### src/core/adcd_pkg.sv
/*
 * Shared constants of the converter card address decoder: window size,
 * region limits, control word layout and buffer geometry.
 * Assumes a 16-bit data path and a host that places each base on a
 * 128-byte boundary.
 */
package adcd_pkg;

   // =====================================================================
   // Window layout
   localparam int WIN_BITS = 7;
   localparam int ADDR_W = 32;
   localparam logic [WIN_BITS-1:0] CSR_FIRST = 7'h00;
   localparam logic [WIN_BITS-1:0] CSR_LAST = 7'h0E;
   localparam logic [WIN_BITS-1:0] BUF_FIRST = 7'h10;
   localparam logic [WIN_BITS-1:0] CHAN_LAST = 7'h2E;
   localparam logic [WIN_BITS-1:0] BUF_LAST = 7'h4E;
   localparam logic [WIN_BITS-1:0] RSV_FIRST = 7'h50;
   localparam logic [WIN_BITS-1:0] RSV_LAST = 7'h7E;

   // =====================================================================
   // Data and buffer geometry
   localparam int DATA_W = 16;
   localparam int BUF_WORDS = 32;
   localparam int BUF_IDX_W = 5;
   localparam int CHANNELS = 16;
   localparam int CHAN_W = 4;
   localparam int LANES = 2;

   // =====================================================================
   // Control word fields
   localparam logic [DATA_W-1:0] CSR_RESET = 16'h0000;
   localparam int SOFT_RESET_BIT = 14;
   localparam int SIGNED_FORMAT_SELECT_BIT = 12;
   localparam int RESULT_MSB = 15;
   localparam logic [DATA_W-1:0] READ_ZERO = 16'h0000;

endpackage : adcd_pkg

### src/core/adcd_base_match.sv
/*
 * Compares a bus address with one base address and yields the hit and
 * the offset inside the 128-byte window.
 * Assumes the base is aligned to the window size; its low bits are ignored.
 */
`timescale 1ns/1ps

module adcd_base_match (
   // Address and base
   input wire logic [adcd_pkg::ADDR_W-1:0] base_i,
   input wire logic [adcd_pkg::ADDR_W-1:0] addr_i,
   // Result
   output logic hit_o,
   output logic [adcd_pkg::WIN_BITS-1:0] offset_o
);

   // =====================================================================
   // Decode
   always_comb begin
      hit_o = (addr_i[adcd_pkg::ADDR_W-1:adcd_pkg::WIN_BITS] ==
               base_i[adcd_pkg::ADDR_W-1:adcd_pkg::WIN_BITS]);
      offset_o = addr_i[adcd_pkg::WIN_BITS-1:0];
   end

endmodule : adcd_base_match

### src/core/adcd_decoder.sv
/*
 * Address decoder and storage of the 16-channel converter card: control
 * word, 32-word result buffer, and capture of conversion results.
 * Assumes the host bus logic presents one-cycle requests with the space
 * already known, and that both base registers are held outside.
 */
// How it works
// - Claim 128 bytes from base, decode relative.
// - Sixteen-bit words; odd offsets alias even ones.
// - Offsets 00 to 0E all reach control word.
// - Offsets 10 to 4E map thirty-two buffer words.
// - Words 0 to 15 hold channel results.
// - Words 16 to 31 only host-written.
// - I/O window starts at first base.
// - Memory window starts at second base.
// - Software reset leaves buffer contents alone.
// - Signed select keeps bit 15, else inverts.
`timescale 1ns/1ps

module adcd_decoder (
   // Clock and reset
   input wire logic clk_sys_i,
   input wire logic resetn_i,
   // Host access
   input wire logic req_i,
   input wire logic space_mem_i,
   input wire logic [adcd_pkg::ADDR_W-1:0] addr_i,
   input wire logic we_i,
   input wire logic [adcd_pkg::LANES-1:0] be_i,
   input wire logic [adcd_pkg::DATA_W-1:0] wdata_i,
   // Base address registers
   input wire logic [adcd_pkg::ADDR_W-1:0] io_base_i,
   input wire logic [adcd_pkg::ADDR_W-1:0] mem_base_i,
   // Converter results
   input wire logic conv_valid_i,
   input wire logic [adcd_pkg::CHAN_W-1:0] conv_channel_i,
   input wire logic [adcd_pkg::DATA_W-1:0] conv_data_i,
   // Host answer
   output logic claim_o,
   output logic ack_o,
   output logic [adcd_pkg::DATA_W-1:0] rdata_o,
   // Control outputs
   output logic [adcd_pkg::DATA_W-1:0] control_status_word_o,
   output logic soft_reset_o
);

   // =====================================================================
   // Window decode
   logic io_hit;
   logic mem_hit;
   logic [adcd_pkg::WIN_BITS-1:0] io_offset;
   logic [adcd_pkg::WIN_BITS-1:0] mem_offset;
   logic hit;
   logic [adcd_pkg::WIN_BITS-1:0] offset;
   logic [adcd_pkg::WIN_BITS-1:0] even_offset;
   logic sel_csr;
   logic sel_buf;
   logic [adcd_pkg::BUF_IDX_W-1:0] buf_idx;
   logic [adcd_pkg::WIN_BITS-1:0] buf_rel;

   adcd_base_match u_io_match (
      .base_i(io_base_i),
      .addr_i(addr_i),
      .hit_o(io_hit),
      .offset_o(io_offset)
   );

   adcd_base_match u_mem_match (
      .base_i(mem_base_i),
      .addr_i(addr_i),
      .hit_o(mem_hit),
      .offset_o(mem_offset)
   );

   always_comb begin
      if (space_mem_i) begin
         hit = req_i & mem_hit;
         offset = mem_offset;
      end else begin
         hit = req_i & io_hit;
         offset = io_offset;
      end
      // Bit 0 is dropped so an odd byte lands in its even word.
      even_offset = {offset[adcd_pkg::WIN_BITS-1:1], 1'b0};
      sel_csr = (even_offset <= adcd_pkg::CSR_LAST);
      sel_buf = (even_offset >= adcd_pkg::BUF_FIRST) && (even_offset <= adcd_pkg::BUF_LAST);
      buf_rel = even_offset - adcd_pkg::BUF_FIRST;
      buf_idx = buf_rel[adcd_pkg::BUF_IDX_W:1];
      claim_o = hit;
   end

   // =====================================================================
   // Storage state
   logic [adcd_pkg::DATA_W-1:0] control_status_word;
   logic [adcd_pkg::DATA_W-1:0] next_csr;
   logic [adcd_pkg::BUF_WORDS-1:0][adcd_pkg::DATA_W-1:0] buf_q;
   logic [adcd_pkg::BUF_WORDS-1:0][adcd_pkg::DATA_W-1:0] next_buf;
   logic next_soft_reset;
   logic ack;
   logic next_ack;
   logic [adcd_pkg::DATA_W-1:0] rdata;
   logic [adcd_pkg::DATA_W-1:0] next_rdata;
   logic host_wr;
   logic [adcd_pkg::DATA_W-1:0] stored_result;

   function automatic logic [adcd_pkg::DATA_W-1:0] merge_lanes(
      input logic [adcd_pkg::DATA_W-1:0] old_v,
      input logic [adcd_pkg::DATA_W-1:0] new_v,
      input logic [adcd_pkg::LANES-1:0] be
   );
      logic [adcd_pkg::DATA_W-1:0] res;
      res = old_v;
      if (be[0]) begin
         res[7:0] = new_v[7:0];
      end
      if (be[1]) begin
         res[15:8] = new_v[15:8];
      end
      return res;
   endfunction : merge_lanes

   always_comb begin
      host_wr = hit & we_i;
      // Converter output is two's complement; clear select turns it offset binary.
      stored_result = conv_data_i;
      stored_result[adcd_pkg::RESULT_MSB] = conv_data_i[adcd_pkg::RESULT_MSB] ^
         ~control_status_word[adcd_pkg::SIGNED_FORMAT_SELECT_BIT];
   end

   // Control word: a write with the reset bit set returns the word to its
   // reset value instead of storing, and pulses the reset line once.
   always_comb begin
      next_csr = control_status_word;
      next_soft_reset = 1'b0;
      if (host_wr && sel_csr) begin
         if (be_i[1] && wdata_i[adcd_pkg::SOFT_RESET_BIT]) begin
            next_csr = adcd_pkg::CSR_RESET;
            next_soft_reset = 1'b1;
         end else begin
            next_csr = merge_lanes(control_status_word, wdata_i, be_i);
         end
      end
   end

   // Buffer: host writes win over a result landing in the same word.
   // Soft reset never reaches this storage.
   genvar gi;
   generate
      for (gi = 0; gi < adcd_pkg::BUF_WORDS; gi++) begin : g_word
         always_comb begin
            next_buf[gi] = buf_q[gi];
            if (host_wr && sel_buf && (int'(buf_idx) == gi)) begin
               next_buf[gi] = merge_lanes(buf_q[gi], wdata_i, be_i);
            end else if ((gi < adcd_pkg::CHANNELS) && conv_valid_i &&
                         (int'(conv_channel_i) == gi)) begin
               next_buf[gi] = stored_result;
            end
         end
      end
   endgenerate

   // Every claimed access answers one cycle later; reserved space reads zero.
   always_comb begin
      next_ack = hit;
      next_rdata = adcd_pkg::READ_ZERO;
      if (hit && !we_i) begin
         if (sel_csr) begin
            next_rdata = control_status_word;
         end else if (sel_buf) begin
            next_rdata = buf_q[buf_idx];
         end
      end
   end

   // =====================================================================
   // Registers
   always_ff @(posedge clk_sys_i) begin
      if (!resetn_i) begin
         control_status_word <= adcd_pkg::CSR_RESET;
         soft_reset_o <= 1'b0;
         ack <= 1'b0;
         rdata <= adcd_pkg::READ_ZERO;
      end else begin
         control_status_word <= next_csr;
         soft_reset_o <= next_soft_reset;
         ack <= next_ack;
         rdata <= next_rdata;
      end
   end

   // Result storage has no reset: contents survive both resets.
   always_ff @(posedge clk_sys_i) begin
      buf_q <= next_buf;
   end

   always_comb begin
      ack_o = ack;
      rdata_o = rdata;
      control_status_word_o = control_status_word;
   end

   // =====================================================================
   // Checks
   chk_ack_after_claim: assert property (@(posedge clk_sys_i) disable iff (!resetn_i)
      claim_o |=> ack_o)
      else $error("claimed access not acknowledged");

   chk_outside_silent: assert property (@(posedge clk_sys_i) disable iff (!resetn_i)
      !claim_o |=> !ack_o)
      else $error("unclaimed access acknowledged");

   chk_io_base_used: assert property (@(posedge clk_sys_i) disable iff (!resetn_i)
      (req_i && !space_mem_i && (addr_i[adcd_pkg::ADDR_W-1:adcd_pkg::WIN_BITS] ==
       io_base_i[adcd_pkg::ADDR_W-1:adcd_pkg::WIN_BITS])) |-> claim_o)
      else $error("io window not claimed");

   chk_mem_base_used: assert property (@(posedge clk_sys_i) disable iff (!resetn_i)
      (req_i && space_mem_i && (addr_i[adcd_pkg::ADDR_W-1:adcd_pkg::WIN_BITS] !=
       mem_base_i[adcd_pkg::ADDR_W-1:adcd_pkg::WIN_BITS])) |-> !claim_o)
      else $error("memory access outside window claimed");

   chk_csr_mirror_read: assert property (@(posedge clk_sys_i) disable iff (!resetn_i)
      (claim_o && !we_i && (offset < adcd_pkg::BUF_FIRST)) |=> (rdata_o == $past(control_status_word)))
      else $error("control word mirror read wrong");

   chk_buf_host_write: assert property (@(posedge clk_sys_i) disable iff (!resetn_i)
      (claim_o && we_i && sel_buf && (be_i == 2'h3)) |=> (buf_q[$past(buf_idx)] == $past(wdata_i)))
      else $error("buffer word not written");

   chk_result_format: assert property (@(posedge clk_sys_i) disable iff (!resetn_i)
      (conv_valid_i && !(host_wr && sel_buf)) |=>
      (buf_q[$past(conv_channel_i)] ==
       {$past(conv_data_i[adcd_pkg::RESULT_MSB]) ^ !$past(control_status_word[adcd_pkg::SIGNED_FORMAT_SELECT_BIT]),
        $past(conv_data_i[adcd_pkg::RESULT_MSB-1:0])}))
      else $error("result stored in wrong format");

   chk_spare_untouched: assert property (@(posedge clk_sys_i) disable iff (!resetn_i)
      !(host_wr && sel_buf && (buf_idx >= adcd_pkg::CHANNELS)) |=>
      $stable(buf_q[adcd_pkg::BUF_WORDS-1:adcd_pkg::CHANNELS]))
      else $error("spare words changed without host write");

   chk_reset_keeps_buf: assert property (@(posedge clk_sys_i) disable iff (!resetn_i)
      (host_wr && sel_csr && wdata_i[adcd_pkg::SOFT_RESET_BIT] && be_i[1] && !conv_valid_i) |=>
      ($stable(buf_q) && (control_status_word == adcd_pkg::CSR_RESET)))
      else $error("soft reset disturbed buffer or missed control word");

   chk_reserved_zero: assert property (@(posedge clk_sys_i) disable iff (!resetn_i)
      (claim_o && (offset >= adcd_pkg::RSV_FIRST)) |=> (ack_o && (rdata_o == adcd_pkg::READ_ZERO)))
      else $error("reserved read not zero");

endmodule : adcd_decoder

### config.mk
export PLATFORM = sky130hd
export DESIGN_NAME = adcd_decoder
export DESIGN_NICKNAME = d
export VERILOG_FILES = /design/src/core/adcd_pkg.sv /design/src/core/adcd_base_match.sv /design/src/core/adcd_decoder.sv
export SDC_FILE = /design/constraint.sdc
export NUM_CORES = 1
export LEC_CHECK = 0
export ABC_CLOCK_PERIOD_IN_PS = 3300
export BUFFER_PORTS_ARGS = -buffer_cell sky130_fd_sc_hd__buf_2
export CAP_MARGIN = 5
export CORE_ASPECT_RATIO = 1.75
export CORE_UTILIZATION = 40
export CTS_CLUSTER_SIZE = 40
export DETAILED_ROUTE_END_ITERATION = 12
export GPL_TIMING_DRIVEN = 0
export HOLD_SLACK_MARGIN = 0.12
export PLACE_DENSITY = 0.61
export REMOVE_ABC_BUFFERS = 1
export SETUP_SLACK_MARGIN = 0.02
export SLEW_MARGIN = 40
export SYNTH_ARGS = -nofsm -noshare
export SYNTH_HDL_FRONTEND = slang
export SYNTH_SLANG_ARGS = --single-unit
### constraint.sdc
create_clock -name clk_sys_i -period 3.3 [get_ports clk_sys_i]
set_input_delay 0.165 -clock clk_sys_i [delete_from_list [all_inputs] [get_ports clk_sys_i]]
set_output_delay 0.165 -clock clk_sys_i [all_outputs]
set_load 0.05 [all_outputs]
## After elaboration in Yosys (flattened, before gate mapping)

Cells that the tools add are included.

| word-level totals | value |
|---|---|
| latch bits | 0 |
| logic and storage cells | 342 |
| bits in writable memories | 0 |
| register bits | 546 |
| bits in read-only memories | 0 |
| input port bits | 140 |
| output and inout port bits | 35 |
| memories | 0 |

| cells by class | value |
|---|---|
| shifts and indexed selects | 0 |
| divide/modulo/power cells | 0 |
| reduce and logical (&&, ||, !) cells | 142 |
| multiply operators | 0 |
| equal/unequal tests | 80 |
| magnitude comparators | 4 |
| muxes and demuxes | 41 |
| bitwise logic cells | 5 |
| $add $sub $neg | 1 |

Operator list:

| cell | number |
|---|---|
| $mux 16 | 36 |
| $reduce_and 2->1 | 68 |
| $bmux 16 s5 | 1 |
| $eq 5x5->1 const B | 16 |
| $ne 2x2->1 const B | 32 |
| $logic_and 1x1->1 | 53 |
| $eq 25x25->1 | 2 |
| $eq 5x4->1 const B | 8 |
| $reduce_bool 2->1 | 18 |
| $eq 4x4->1 const B | 8 |
| $eq 5x3->1 const B | 4 |
| $eq 4x3->1 const B | 4 |
| $mux 8 | 2 |
| $eq 5x2->1 const B | 2 |
| $eq 4x2->1 const B | 2 |
| $ge 7x5->1 const B | 1 |
| $le 7x4->1 const B | 1 |
| $le 7x7->1 const B | 1 |
| $lt 5x6->1 const B | 1 |
| $sub 6x5->6 const B | 1 |
| $eq 5x1->1 const B | 1 |
| $logic_not 5->1 | 1 |
| $eq 4x1->1 const B | 1 |
| $logic_not 4->1 | 1 |
| 5 further kinds | 8 |

## Longest topological paths before layout

| depth | value |
|---|---|
| depth in word-level cells | 8 |
| depth in mapped cells | 11 |
| gate-level depth less buffers | 6 |

## Modules after synthesis

From an unflattened synthesis, not the netlist that was laid out.

| unflattened totals | value |
|---|---|
| cell total of the unflattened synthesis | 1993 |
| area total of the unflattened synthesis | 26140.1 µm² |

By module, submodules not included:

| module | cells each | instances | sequential area each (µm²) | area an instance (µm²) |
|---|---|---|---|---|
| adcd_decoder | 1911 | 1 | 16055.4 | 25479.4 |
| adcd_base_match | 41 | 2 | 0.0 | 330.3 |

## Worst setup path after synthesis

OpenSTA, ideal clock, no wires.

| path | value |
|---|---|
| path type | input to register |
| from | input port space_mem_i |
| to | register buf_q[128] (netlist name) (enable) |
| arrival | 2.810 ns |
| cell stages on the path | 11 |
| slack | 0.114 ns |
| buffers on the path | 5 |
| library setup time | 0.376 ns |
| path through | buf_6 -> buf_6 -> mux2i_1 -> xor2_1 -> nor4b_2 -> nand4_1 -> buf_6 -> buf_6 -> nor4_4 -> buf_6 -> mux2i_1 |

| on the way | value |
|---|---|
| word-level cells in the longest chain between the ends | 6 |

RTL lines:

| what | RTL line | text |
|---|---|---|
| start: declaration | adcd_decoder.sv:26 | `input wire logic space_mem_i,` |
| $mux 1 (*) | adcd_decoder.sv:76 | `if (space_mem_i) begin` |
| $and 1x1->1 (*) | adcd_decoder.sv:123 | `host_wr = hit & we_i;` |
| $logic_and 1x1->1 (*) (2 in series) | adcd_decoder.sv:152 | `if (host_wr && sel_buf && (int'(buf_idx) == gi)) begin` |
| $ne 2x2->1 (no source line) or $reduce_bool 2->1 (tied branches) | - |  |
| $reduce_and 2->1 (no source line) (*) | - |  |
| end signal: assignment | adcd_decoder.sv:193 | `buf_q <= next_buf;` |
| end: declaration | adcd_decoder.sv:96 | `logic [adcd_pkg::BUF_WORDS-1:0][adcd_pkg::DATA_W-1:0] buf_q;` |

Mark *: on every way between the ends. The rest lies on a longest branch, timed or not.
A chain may end at the register's enable or synchronous reset.

## Worst setup path after layout

| path | value |
|---|---|
| from | input port space_mem_i |
| to | register buf_q[101] (netlist name) (enable) |

The elaborated chain is that of the path after synthesis.

==> results.md <==
* Leading area contributor after synthesis: edfxtp_1
* CTS Root Cell: clkbuf_16
* Die ar. at 66500 um^2
* Top FF cell, synth: edfxtp_1
* Asr flop ratio synth at 0%
* Maximum buffer depth of the clock tree at 3
* NetSw at 3.25 mW
* DRT Wirelength at 70300 um
* FP Rows at 123
* CTS buffer count at 49
* Final Skew at roughly 12 ps
* Pleak at 10.3 nW
* Tmin final at 3090 ps
* Slowest cell on the critical path: mux2_2
* Synth cell types at 52
* Vias in the first global route at 15600
* Seq pwr share at 52.4%
* Core area at 64500 um^2
* Final instance area at about 30000 um^2
* Power per Cell Area at 489 nW/um^2
* Top post-synthesis cells by area: edfxtp_1 59%, mux4_2 11%, mux2_2 9.8%
* Io pins at 175
* Arr. time, crit path at around 3400 ps
* Worst setup EP type: register
* DR DRC count at 0
* RSZ-0062 raised after global routing: no
* Initial DRC count at about 1200
* Clock power frac at 39.4%
* Syn_area_per_cell at 16.9 um^2
* CP Max Fanout at 25
* Fmax at 0.323 GHz
* Cell Chain, Critical Path: buf_6 -> mux2i_1 -> xnor2_1 -> nor4_1 -> nand4_1 -> buf_4 -> buf_4 -> buf_6 -> buf_4 -> buf_6 -> nor4_4 -> buf_4 -> buf_6 -> mux2_2
* Final RePlAce weighted congestion at 0.880
* WHS at around 140 ps
* Placed cell areas at 28000 um^2
* Comb pwr share at under 10%
* Maximum vdd drop at 0.299 mV
* P&R area growth vs syn at 13.7%
* Final net count at 1849
* Tightest Hold Check Type: in2reg
* Initial antenna violation count at 3
* Sequential area share after synthesis at 61.3%
* Post-synth top area share at between 50% and 60%
* Depth of the CTS H-tree at 2
* Register bit total from synthesis at 546
* Grt total ovfl at 0
* CTS clk-pin slew, worst paths at 60 ps
* Slew headroom at 40.5%
* Post-Place Cells at 2457
* Status: finished, final reports clean
* Pre-Repair DR Iteration Count at 5
* Required @ worst endpoint at between 3000 and 4000 ps
* Number of flops mapped to enable cells by yosys at 512
* ANT nets after route at 0
* Internal power at 11.3 mW
* First-pass GRT wire length at roughly 100000 um
* Post-DP HPWL at 49200 um
* Initial Util at between 40% and 50%
* Finish-stage setup viols at 0
* Fin crit share at approximately 94%
* Sink Count at 546
* Startpoint Class: input pin
* CTS tree: done
* Die Span Y at 340 um
* Final Non-Filler Cells at 2559
* CP max stage delay at 480 ps
* Final Hold Viols at 0
* YS warnings at 0
* Total GRT Usage at 21.3%
* Share of layout cells above drive strength 1 at between 40 and 50%
* Mapped Cells at about 1600
* Sw frac at 22.3%
* CP Class: in2reg
* Largest net degree at the start of global routing at 58
* Actual slew at the worst max-slew pin at 892 ps
* Clock latency on the worst-skew pair at 580 ps
* Vias per inst at 5.77
* Die X-Extent at between 150 and 200 um
* Vias at roughly 15000
* Max-Cap Viols at 0
* Final setup margin at ~210 ps
* DP Worst Slack at -1140 ps
* WL per Instance at 27.5 um
* Most frequent cells in the layout: 512 x edfxtp_1, 229 x mux2_2, 157 x buf_2, 125 x mux4_2, 77 x mux2i_1
* Most common library cell in the layout ignoring fill and taps: edfxtp_1
* Post-Syn Area at between 20000 and 30000 um^2
* Diode count at 0
* Max-slew violations at 0
* IO Port Bufs at 159
worst max-delay path: cells and delay by family:
kind | cells | cell delay (ps)
xor+xnor | 1 | 110
buf+inv | 8 | 1480
mux | 2 | 740
simple gates | 3 | 860
logic make-up (layout without fill, tap and decap cells):
logic type | count (synthesis) | in the layout | share of synthesized area, %
flip-flops | 546 | 546 | 61.3
multiplexers | 490 | 490 | 26.6
AND/OR/NAND/NOR | 278 | 278 | 6.57
buffers and inverters | 130 | 323 | 2.44
AO/OA/AOI/OAI | 84 | 84 | 2.21
XOR/XNOR | 26 | 26 | 0.870
worst paths after layout:
check | start | endpoint | slack [ps] | depth (start not counted)
worst max-delay path | space_mem_i | buf_q[101] | 210 | 14
worst min-delay path | wdata_i[15] | buf_q[399] | 140 | 1
worst max register to register | buf_q[462] | rdata_o[14] | 970 | 5
worst min register to register | control_status_word_o[7] | control_status_word_o[7] | 480 | 2
synthesized netlist by cell type (24+ instances only):
cell type	number
and3_1	35
clkbuf_1	79
dfxtp_1	34
edfxtp_1	512
mux2_2	229
mux2_4	42
mux2i_1	91
mux4_2	125
nand2_1	74
nor2_1	67
o21ai_0	24
xnor2_1	25
power groups by stage:
| stage | registers, mW | clock network, mW | logic [mW] |
|---|---|---|---|
| 2_1_floorplan | 7.79 | 0 | 0.582 |
| 3_3_place_gp | 7.79 | 0 | 1.18 |
| 3_5_place_dp | 7.79 | 0 | 1.18 |
| 4_1_cts | 7.64 | 5.85 | 1.19 |
| 5_1_grt | 7.64 | 6.08 | 1.25 |
| 6_report | 7.64 | 5.75 | 1.18 |
flip-flops by register name, indices dropped and copies added (netlist names):
name / count
buf_q: 512
ack_o: 1
rdata_o: 16
soft_reset_o: 1
control_status_word_o: 16
through the flow:
stage	TNS [ps]	util, %	total power, mW
after floorplan	-716670	-	8.37
after global placement	-2641030	42.5	8.97
after detailed placement	-443150	43.5	8.97
after CTS	0	46.0	14.7
after global routing	0	46.2	15.0
final	0	46.2	14.6
routing by layer:
layer | wire [um] | part of all wire [%] | track usage [%] | vias up
li1 | - | - | - | 6509
met4 | 4780 | 6.8 | 13.2 | 4
met3 | 3510 | 5.0 | 2.99 | 146
met2 | 37300 | 53 | 39.0 | 563
met1 | 24700 | 35 | 23.0 | 7556
met5 | 22 | 0.031 | 0 | -
final cells by class:
class                      instances  area [um^2]
fill                            5456        34700
sequential                       546        16100
multi-input combinational        878         9610
timing repair buffer             227         1470
clock buffer                      56         1250
tap                              812         1020
clock inverter                    33          332
inverter                           7         28.8
timing repair:
item | in CTS | in global routing
setup buffers | 2 | 8
gates resized for setup | 3 | 5
pin swaps | 4 | 2
hold buffers | 3 | 0
hold endpoints to repair | 17 | 0
endpoints found under the setup margin | 373 | 116
(Power assumes the default switching activity.)
